===== config.mk =====
export PLATFORM = sky130hd
export DESIGN_NAME = dram_pwr_ctrl
export DESIGN_NICKNAME = d
export VERILOG_FILES = /design/src/core/dram_pwr_pkg.sv /design/src/core/cnt_if.sv /design/src/core/dram_pwr_ctrl.sv /design/src/core/hold_timer.sv
export SDC_FILE = /design/constraint.sdc
export NUM_CORES = 1
export LEC_CHECK = 0
export ABC_AREA = 1
export ABC_CLOCK_PERIOD_IN_PS = 4600
export BUFFER_PORTS_ARGS = -buffer_cell sky130_fd_sc_hd__buf_2
export CORE_MARGIN = 3
export CORE_UTILIZATION = 35
export DETAILED_ROUTE_END_ITERATION = 10
export RECOVER_POWER = 100
export SLEW_MARGIN = 20
export SYNTH_ARGS = -nofsm -noshare
export SYNTH_HDL_FRONTEND = slang
export SYNTH_SLANG_ARGS = --single-unit

===== constraint.sdc =====
create_clock -name CLK -period 4.6 [get_ports CLK]
set_input_delay 0.46 -clock CLK [delete_from_list [all_inputs] [get_ports CLK]]
set_output_delay 0.46 -clock CLK [all_outputs]
set_load 0.01 [all_outputs]

===== src/core/dram_pwr_pkg.sv =====
// Constants, types and helpers for the DRAM clock-enable power-state controller
package dram_pwr_pkg;

   // Command is {chip select, row strobe, column strobe, write enable}, all active low
   typedef logic [3:0] cmd_t;

   typedef enum logic [1:0] {
      ST_NORMAL     = 2'b00,
      ST_POWER_DOWN = 2'b01,
      ST_SELF_REF   = 2'b10,
      ST_SR_EXIT    = 2'b11
   } pwr_state_t;

   localparam cmd_t CMD_NOP = 4'h7;
   localparam cmd_t CMD_DESELECT = 4'hf;
   localparam cmd_t CMD_REFRESH = 4'h1;
   localparam cmd_t CMD_READ = 4'h5;

   // Timing in clocks of the memory clock; PD_LIMIT_REFI counts refresh intervals and TIMER_W_DEFAULT is a width in bits
   localparam int CKE_MIN_CLK = 3;
   localparam int SR_READ_DELAY_CLK = 200;
   localparam int XSNR_CLK_DEFAULT = 16;
   localparam int REFI_CLK_DEFAULT = 512;
   localparam int PD_LIMIT_REFI = 9;
   localparam int TIMER_W_DEFAULT = 16;

   // Values after reset
   localparam logic RST_CKE = 1'b1;
   localparam cmd_t RST_CMD = CMD_NOP;

   // True for a command that is a no-operation or a deselect
   function automatic logic is_idle_cmd(input cmd_t c);
      return c[3] || (c == CMD_NOP);
   endfunction: is_idle_cmd

   // True for a read, with or without auto precharge
   function automatic logic is_read_cmd(input cmd_t c);
      return c == CMD_READ;
   endfunction: is_read_cmd

endpackage: dram_pwr_pkg


===== src/core/cnt_if.sv =====
// Load and zero handshake between the controller and a hold timer
`timescale 1ns/1ps
`default_nettype none
interface cnt_if #(parameter int W = 16);
   logic load;
   logic [W-1:0] value;
   logic zero;
   modport ctl(output load, output value, input zero);
   modport cnt(input load, input value, output zero);
endinterface: cnt_if
`default_nettype wire


===== src/core/dram_pwr_ctrl.sv =====
// Controller side of DRAM power-down and self-refresh sequencing
`timescale 1ns/1ps
`default_nettype none
module dram_pwr_ctrl #(
   parameter int TIMER_W = dram_pwr_pkg::TIMER_W_DEFAULT,
   parameter int XSNR_CYCLES = dram_pwr_pkg::XSNR_CLK_DEFAULT,
   parameter int REFI_CYCLES = dram_pwr_pkg::REFI_CLK_DEFAULT
) (
   // Clock and reset
   input wire logic CLK,
   input wire logic RST_N,
   // Power requests and memory status from the user
   input wire logic PD_REQ,
   input wire logic SR_REQ,
   input wire logic BANK_OPEN,
   input wire logic OP_BUSY,
   input wire logic CAL_MODE,
   // Termination wishes
   input wire logic TERM_EN,
   input wire logic TERM_LEVEL,
   // User command and write mask
   input wire logic CMD_VALID,
   input wire dram_pwr_pkg::cmd_t CMD_IN,
   output logic CMD_READY,
   input wire logic MASK_IN,
   // Memory pins
   output logic CKE,
   output logic CS_N,
   output logic RAS_N,
   output logic CAS_N,
   output logic WE_N,
   output logic TERMINATION_CONTROL,
   output logic WRITE_MASK,
   // Status
   output dram_pwr_pkg::pwr_state_t PWR_STATE,
   output logic READ_OK
);
   import dram_pwr_pkg::*;

   localparam int PD_MAX_CYCLES = PD_LIMIT_REFI * REFI_CYCLES;
   localparam int CKE_RUN_MIN = CKE_MIN_CLK - 1;

   pwr_state_t state_r;
   pwr_state_t state_nxt;
   logic cke_r;
   logic cke_nxt;
   cmd_t cmd_r;
   logic term_r;
   logic mask_r;
   logic entry_ok;
   logic sr_go;
   logic pd_go;
   logic pd_leave;
   logic sr_leave;
   logic xs_done;

   cnt_if #(.W(TIMER_W)) cke_tif();
   cnt_if #(.W(TIMER_W)) long_tif();
   cnt_if #(.W(TIMER_W)) read_tif();

   // Minimum clock-enable pulse timer
   hold_timer #(.W(TIMER_W)) u_cke_tmr (
      .clk(CLK),
      .rst_n(RST_N),
      .tif(cke_tif)
   );

   // Power-down limit and self-refresh non-read exit timer
   hold_timer #(.W(TIMER_W)) u_long_tmr (
      .clk(CLK),
      .rst_n(RST_N),
      .tif(long_tif)
   );

   // Self-refresh read exit timer
   hold_timer #(.W(TIMER_W)) u_read_tmr (
      .clk(CLK),
      .rst_n(RST_N),
      .tif(read_tif)
   );

   // Entry only from steady normal operation with nothing pending
   assign entry_ok = (state_r == ST_NORMAL) && cke_r && cke_tif.zero && !OP_BUSY
                     && !CAL_MODE && !CMD_VALID;
   assign sr_go = entry_ok && SR_REQ && !BANK_OPEN;
   assign pd_go = entry_ok && PD_REQ && !sr_go;
   assign pd_leave = (state_r == ST_POWER_DOWN) && cke_tif.zero
                     && (!PD_REQ || long_tif.zero);
   assign sr_leave = (state_r == ST_SELF_REF) && cke_tif.zero && !SR_REQ;
   assign xs_done = (state_r == ST_SR_EXIT) && long_tif.zero;

   // Timer loads
   assign cke_tif.load = sr_go || pd_go || pd_leave || sr_leave;
   assign cke_tif.value = TIMER_W'(CKE_MIN_CLK - 1);
   assign long_tif.load = pd_go || sr_leave;
   assign long_tif.value = pd_go ? TIMER_W'(PD_MAX_CYCLES - 1)
                                 : TIMER_W'(XSNR_CYCLES - 1);
   assign read_tif.load = sr_leave;
   assign read_tif.value = TIMER_W'(SR_READ_DELAY_CLK - 1);

   // User commands pass only in normal state; reads wait for the exit delay
   assign CMD_READY = (state_r == ST_NORMAL) && cke_r
                      && (!is_read_cmd(CMD_IN) || read_tif.zero);
   assign READ_OK = read_tif.zero;

   // Next power state, tracking what the memory does on each edge
   always_comb begin
      state_nxt = state_r;
      unique case (state_r)
         ST_NORMAL: begin
            if (sr_go) begin
               state_nxt = ST_SELF_REF;
            end else if (pd_go) begin
               state_nxt = ST_POWER_DOWN;
            end
         end
         ST_POWER_DOWN: begin
            if (pd_leave) begin
               state_nxt = ST_NORMAL;
            end
         end
         ST_SELF_REF: begin
            if (sr_leave) begin
               state_nxt = ST_SR_EXIT;
            end
         end
         ST_SR_EXIT: begin
            if (xs_done) begin
               state_nxt = ST_NORMAL;
            end
         end
      endcase
   end

   // Clock-enable level
   always_comb begin
      cke_nxt = cke_r;
      if (sr_go || pd_go) begin
         cke_nxt = 1'b0;
      end else if (pd_leave || sr_leave) begin
         cke_nxt = 1'b1;
      end
   end

   // Power state register
   always_ff @(posedge CLK or negedge RST_N) begin
      if (!RST_N) begin
         state_r <= ST_NORMAL;
      end else begin
         state_r <= state_nxt;
      end
   end

   // Clock-enable register; high on both edges keeps normal decoding
   always_ff @(posedge CLK or negedge RST_N) begin
      if (!RST_N) begin
         cke_r <= RST_CKE;
      end else begin
         cke_r <= cke_nxt;
      end
   end

   // Command register: refresh for self-refresh entry, else user or no-op
   always_ff @(posedge CLK or negedge RST_N) begin
      if (!RST_N) begin
         cmd_r <= RST_CMD;
      end else if (sr_go) begin
         cmd_r <= CMD_REFRESH;
      end else if (CMD_VALID && CMD_READY) begin
         cmd_r <= CMD_IN;
      end else begin
         cmd_r <= CMD_NOP;
      end
   end

   // Termination level is always driven; held low in self-refresh where it has no use
   always_ff @(posedge CLK or negedge RST_N) begin
      if (!RST_N) begin
         term_r <= 1'b0;
      end else if (state_nxt == ST_SELF_REF) begin
         term_r <= 1'b0;
      end else begin
         term_r <= TERM_EN && TERM_LEVEL;
      end
   end

   // Write mask travels with its data beat
   always_ff @(posedge CLK or negedge RST_N) begin
      if (!RST_N) begin
         mask_r <= 1'b0;
      end else begin
         mask_r <= MASK_IN;
      end
   end

   assign CKE = cke_r;
   assign CS_N = cmd_r[3];
   assign RAS_N = cmd_r[2];
   assign CAS_N = cmd_r[1];
   assign WE_N = cmd_r[0];
   assign TERMINATION_CONTROL = term_r;
   assign WRITE_MASK = mask_r;
   assign PWR_STATE = state_r;

   // Helper counters watched by the checks below
   int cke_run_r;
   int pd_run_r;
   int since_exit_r;
   always_ff @(posedge CLK or negedge RST_N) begin
      if (!RST_N) begin
         cke_run_r <= 255;
         pd_run_r <= 0;
         since_exit_r <= 255;
      end else begin
         cke_run_r <= (cke_nxt != cke_r) ? 0 : ((cke_run_r < 255) ? cke_run_r + 1 : 255);
         pd_run_r <= (state_nxt == ST_POWER_DOWN) ? pd_run_r + 1 : 0;
         since_exit_r <= sr_leave ? 0 : ((since_exit_r < 255) ? since_exit_r + 1 : 255);
      end
   end

   property p_exit_idle;
      @(posedge CLK) disable iff (!RST_N)
      $rose(cke_r) |-> is_idle_cmd(cmd_r);
   endproperty
   a_exit_idle: assert property (p_exit_idle) else $error("exit edge without no-op");

   property p_pd_entry_idle;
      @(posedge CLK) disable iff (!RST_N)
      $fell(cke_r) && (state_r == ST_POWER_DOWN) |-> is_idle_cmd(cmd_r);
   endproperty
   a_pd_entry_idle: assert property (p_pd_entry_idle) else $error("bad power-down entry");

   property p_sr_entry;
      @(posedge CLK) disable iff (!RST_N)
      $fell(cke_r) && (state_r == ST_SELF_REF) |-> (cmd_r == CMD_REFRESH) && !$past(BANK_OPEN);
   endproperty
   a_sr_entry: assert property (p_sr_entry) else $error("bad self-refresh entry");

   property p_xsnr_idle;
      @(posedge CLK) disable iff (!RST_N)
      (state_r == ST_SR_EXIT) |-> is_idle_cmd(cmd_r) ##1 ((state_r == ST_SR_EXIT) || is_idle_cmd(cmd_r));
   endproperty
   a_xsnr_idle: assert property (p_xsnr_idle) else $error("command during exit delay");

   property p_read_delay;
      @(posedge CLK) disable iff (!RST_N)
      is_read_cmd(cmd_r) |-> (since_exit_r >= SR_READ_DELAY_CLK);
   endproperty
   a_read_delay: assert property (p_read_delay) else $error("read too soon after exit");

   property p_no_busy_entry;
      @(posedge CLK) disable iff (!RST_N)
      $fell(cke_r) |-> !$past(OP_BUSY) && !$past(CAL_MODE);
   endproperty
   a_no_busy_entry: assert property (p_no_busy_entry) else $error("entry while busy");

   property p_cke_min;
      @(posedge CLK) disable iff (!RST_N)
      $changed(cke_r) |-> $past(cke_run_r) >= CKE_RUN_MIN;
   endproperty
   a_cke_min: assert property (p_cke_min) else $error("clock-enable pulse too short");

   property p_cal_high;
      @(posedge CLK) disable iff (!RST_N)
      cke_r && CAL_MODE |=> cke_r;
   endproperty
   a_cal_high: assert property (p_cal_high) else $error("enable dropped in calibration");

   property p_pd_limit;
      @(posedge CLK) disable iff (!RST_N)
      pd_run_r <= PD_MAX_CYCLES;
   endproperty
   a_pd_limit: assert property (p_pd_limit) else $error("power-down too long");

   property p_term_valid;
      @(posedge CLK) disable iff (!RST_N)
      (state_r == ST_POWER_DOWN) && ($past(state_r) == ST_POWER_DOWN)
         |-> term_r == ($past(TERM_EN) && $past(TERM_LEVEL));
   endproperty
   a_term_valid: assert property (p_term_valid) else $error("termination not driven");

   property p_low_legal;
      @(posedge CLK) disable iff (!RST_N)
      !cke_r |-> is_idle_cmd(cmd_r) || ($fell(cke_r) && (cmd_r == CMD_REFRESH));
   endproperty
   a_low_legal: assert property (p_low_legal) else $error("illegal command with enable low");

endmodule: dram_pwr_ctrl
`default_nettype wire


===== src/core/hold_timer.sv =====
// Loadable down counter that reports when it has run out
`timescale 1ns/1ps
`default_nettype none
module hold_timer #(
   parameter int W = 16
) (
   // Clock and reset
   input wire logic clk,
   input wire logic rst_n,
   // Control side
   cnt_if.cnt tif
);
   logic [W-1:0] count_r;

   // Load wins over the count; stops at zero
   always_ff @(posedge clk or negedge rst_n) begin
      if (!rst_n) begin
         count_r <= '0;
      end else if (tif.load) begin
         count_r <= tif.value;
      end else if (count_r != '0) begin
         count_r <= count_r - 1'b1;
      end
   end

   assign tif.zero = (count_r == '0);
endmodule: hold_timer
`default_nettype wire


# Word-level counts from Yosys, hierarchy flattened
# Cells that the tools add are included.
dict set report totals {
  regBits 57
  latchBits 0
  ram_bits 0
  rom_bits 0
  inputBits 15
  memories 0
}
dict set report classes {
  n_addsub 3
  n_mul 0
  div_mod_pow 0
  magnitude_cmp 0
  n_eq_ne 5
  shifts 0
  mux 18
  n_bitwise 0
  reduce_logical 43
}
# op n
set ops {}
lappend ops {{$mux 16} 6}
lappend ops {{$logic_not 16->1} 3}
lappend ops {{$reduce_bool 16->1} 3}
lappend ops {{$sub 16x1->16 const B} 3}
lappend ops {{$logic_and 1x1->1} 17}
lappend ops {{$mux 13} 1}
lappend ops {{$mux 2} 5}
lappend ops {{$logic_not 1->1} 8}
lappend ops {{$mux 4} 2}
lappend ops {{$pmux 2 s4} 1}
lappend ops {{$reduce_bool 2->1} 4}
lappend ops {{$logic_or 1x1->1} 7}
lappend ops {{$eq 2x2->1 const B} 3}
lappend ops {{$eq 4x3->1 const B} 1}
lappend ops {{$mux 1} 3}
lappend ops {{$eq 2x1->1 const B} 1}
lappend ops {{$logic_not 2->1} 1}

# Depth between registers and ports, before layout
dict set report depth {
  depth_word 15
  ltp_mapped 11
  mapped_depth_nobuf 11
}

# Cells and area by module
# From an unflattened synthesis, not the netlist that was laid out.
dict set report unflattened {
  hier_cells 571
  hier_area_um2 4033.9
}
# module n_inst cells_each area_per_inst_um2 seq_area_each_um2
set modules_own_cells {}
lappend modules_own_cells {{hold_timer at u_cke_tmr ...} 2 167 1184.9 400.4}
lappend modules_own_cells {{hold_timer at u_read_tmr} 1 168 1118.6 400.4}
lappend modules_own_cells {dram_pwr_ctrl 1 69 545.5 230.2}

# Worst setup path after synthesis
# OpenSTA, ideal clock, no wires.
dict set report synth_path {
  path_type {reg-to-output}
  startpoint {register u_read_tmr.count_r[0]}
  endpoint {output port READ_OK}
  arrival_ps 1291
  required_time_ps 4140
  slack_ps 2849
  stages_incl_launch_ff 9
  path_buffers 0
  path_cell_list {dfrtp_1 > inv_1 > ha_1 > nand3_1 > nor2_1 > nand2_1 > nor2_2 > nand2_2 > inv_2}
}
dict set report synth_via {
  elab_chain_len 1
}
# element line
set synth_rtl {}
lappend synth_rtl {{from (decl)} hold_timer.sv:13} ;# logic [W-1:0] count_r;
lappend synth_rtl {{from (signal assigned)} hold_timer.sv:20} ;# count_r <= tif.value;
lappend synth_rtl {{from (signal assigned)} hold_timer.sv:22} ;# count_r <= count_r - 1'b1;
lappend synth_rtl {{$logic_not 16->1} hold_timer.sv:26} ;# assign tif.zero = (count_r == '0);
lappend synth_rtl {{to (decl)} dram_pwr_ctrl.sv:36} ;# output logic READ_OK
# Every way passes these cells.

# Worst setup path in the final report
dict set report layout_path {
  startpoint {register u_read_tmr.count_r[0]}
  endpoint {output port CMD_READY}
}
dict set report layout_via {
  elab_chain_len 3
}
# element line
set layout_rtl {}
lappend layout_rtl {{$logic_not 16->1} hold_timer.sv:26}
lappend layout_rtl {{$logic_or 1x1->1} dram_pwr_ctrl.sv:103} ;# && (!is_read_cmd(CMD_IN) || read_tif.zero);
lappend layout_rtl {{$logic_and 1x1->1} dram_pwr_ctrl.sv:103}
lappend layout_rtl {{to (decl)} dram_pwr_ctrl.sv:24} ;# output logic CMD_READY,
# Every way passes these cells.

==> out/results.ini <==
[outcome]
status=finished clean

[layout]
drive_above_1_share_pct=13.2
nNetsFinal=486
stdcell_area_um2=3730
antenna_cells=0
syn2layout_area_growth_pct=11.4
utilization_pct=40.2

[drt]
drt_iter0_drc=135
viasPerCell=4.58
drc=0
firstDrtPassIters=4
ant_nets=0
post_drt_wl_per_cell_um=11.8
drt_wl_total_um=7100
via_count=2748

[timing]
fin_worst_skew_ps=6.73
rsz0062_at_grt=false
setup_viol=0
worst_slew_margin_rel_pct=51.6
min_period_ps=2570
post-route-period-util_pct=55.8
max_freq_ghz=0.389
tns_ps=0
final_max_slew_viol_count=0
hold_viol_final=0
tightest_slew_ps=726

[clock_network]
clkSinkCount=57
clockBufferDepth=2
cts_tree=done
cts_buffers=9
cts_root_buf=clkbuf_8
post_cts_buffers=0
clk_latency_ps=330
cts_resized=0
clkTransAtPathRegs_ps=60
postCtsHoldBufs=0
cts_htree_levels=3

[setup_path]
rrSetupSlack_ps=2400
cp.arrival_ps=2110
r2r_end=u_long_tmr.count_r[9]$_DFFE_PN0P_
cp_data_required_time_ps=4140
worstSetupStartpointType=register
cp_max_fo=5
endpoint_kind=output pin
rr_worst_depth=10
r2r_start=u_cke_tmr.count_r[0]$_DFFE_PN0P_
crit_type=register to output pin

[grt]
grt_pass1_wl_um=12500
grt_pass1_vias=2715
grt.total_usage_pct=14.1
grt_max_degree=58
antenna_found_initial=0
overflow=0

[power]
power_w=0.00169
leakagePower_nw=1.83
power.density_nw_per_um2=453
ir_drop_uv=200

[synth]
synthAdderAreaFrac_pct=1.87
syn-instance-count=430
synth_cell_type_count=37
synth.area.top_cells=dfrtp_1 40%, nand2_1 9.2%, inv_1 7.4%
synth-xor-area-share_pct=6.54
syn_avg_cell_area_um2=7.79
synth_common_cells=82 x nand2_1, 66 x inv_1, 64 x nor2_1
synthMuxAreaShare_pct=0
synth_top_cell_by_area=dfrtp_1
synth_top_area_share_pct=39.6
yosysMostFrequentCell=nand2_1
synth_top_family_by_area=simple AND/OR/NAND/NOR gates
ys_seq_elements=57
synth-async-reset-ratio_pct=100
synth_ff_type=dfrtp_1
synthSimpleGateAreaFrac_pct=32.9
syn_nets=450
synth_area_um2=3350
yosysSeqAreaShare_pct=42.7
synth_edf_count=0
synth_compound_area_share_pct=7.02
yosysWarningCount=0

[worst_hold_path]
hold_path.class=input pin to register
hold_start=MASK_IN
hold_depth=1
min_to=WRITE_MASK$_DFF_PN0_

[die]
rows=35
io_pins=26
fp.coreArea_um2=9280
die-area_um2=10800
start_util_pct=36.1
die_x_um=104
fp.dieH_um=104

[placed_design]
gp_congestion=0.898
dp_hpwl_um=5400
placed_area_um2=3630
port_buffers=25

[run]
maxCapViolCount=0

state kept, by name, summed over array words and instances (netlist names):
| register | count |
|---|---|
| CKE | 1 |
| PWR_STATE | 2 |
| TERMINATION_CONTROL | 1 |
| WRITE_MASK | 1 |
| cmd_r | 4 |
| u_cke_tmr.count_r | 16 |
| u_long_tmr.count_r | 16 |
| u_read_tmr.count_r | 16 |
cells by family after synthesis:
| family | Yosys count |
|---|---|
| AOI/OAI and AO/OA | 38 |
| xor gates and xnor gates | 25 |
| adders and majority gates | 5 |
| buffers and inverters | 78 |
| DFF | 57 |
| and+or+nand+nor | 227 |
critical path, cell delays in order (launching register included):
cell	delay, ps
dfrtp_1	390
inv_1	140
ha_1	210
nand3_1	120
inv_1	90
nand2_1	90
inv_1	60
nand3_1	130
a21boi_0	350
clkbuf_1	190
metal layers:
metal	vias to the layer above	track usage, %	share of wire, %
met5	-	0	0
met4	0	4.56	1.3
met3	10	3.49	3.9
met2	54	21.8	45
met1	1275	19.4	50
li1	1409	-	-
power breakdown:
part	internal (W)	switching (W)	total [W]
combinational	0.000183	0.000303	0.000486
clock	0.000264	0.000195	0.000459
sequential	0.000626	0.000117	0.000744
total	0.00107	0.000616	0.00169
area by class of cell:
cell class,count,area [um2]
fill,1006,5550
multi-input combinational,295,1540
sequential,57,1430
inverter,77,289
tap,129,161
clock buffer,13,149
timing repair buffer,26,120
clock inverter,3,40.0
per-stage QoR:
step                      worst slack [ps]  hold slack (ps)  cells
after floorplan                       2850              164    430
after CTS                             2180              216    600
after detailed placement              2560              495    584
final                                 2030              232    600
after global routing                  1800              204    600
after global placement                2640              491    584
layout by cell type, fill, tap and decap left out, drive strengths merged, types with 5 or more instances in the layout:
cell type and count:
clkbuf 23, o21ai 20, xnor2 5, ha 5, nand4 7, dfrtp 53, a21oi 7, nand3 29
inv 76, nor2 83, xor2 20, nor3 8, nand2 93, o211ai 5, buf 16
worst max path at each step:
stage | start | end | slack [ps]
floorplan | u_read_tmr.count_r[0]$_DFFE_PN0P_ | READ_OK | 2850
global placement | u_read_tmr.count_r[0]$_DFFE_PN0P_ | CMD_READY | 2640
detailed placement | u_read_tmr.count_r[0]$_DFFE_PN0P_ | READ_OK | 2560
CTS | u_read_tmr.count_r[0]$_DFFE_PN0P_ | READ_OK | 2180
global route | u_read_tmr.count_r[0]$_DFFE_PN0P_ | READ_OK | 1800
finish | u_read_tmr.count_r[0]$_DFFE_PN0P_ | CMD_READY | 2030
(Power assumes the default switching activity.)
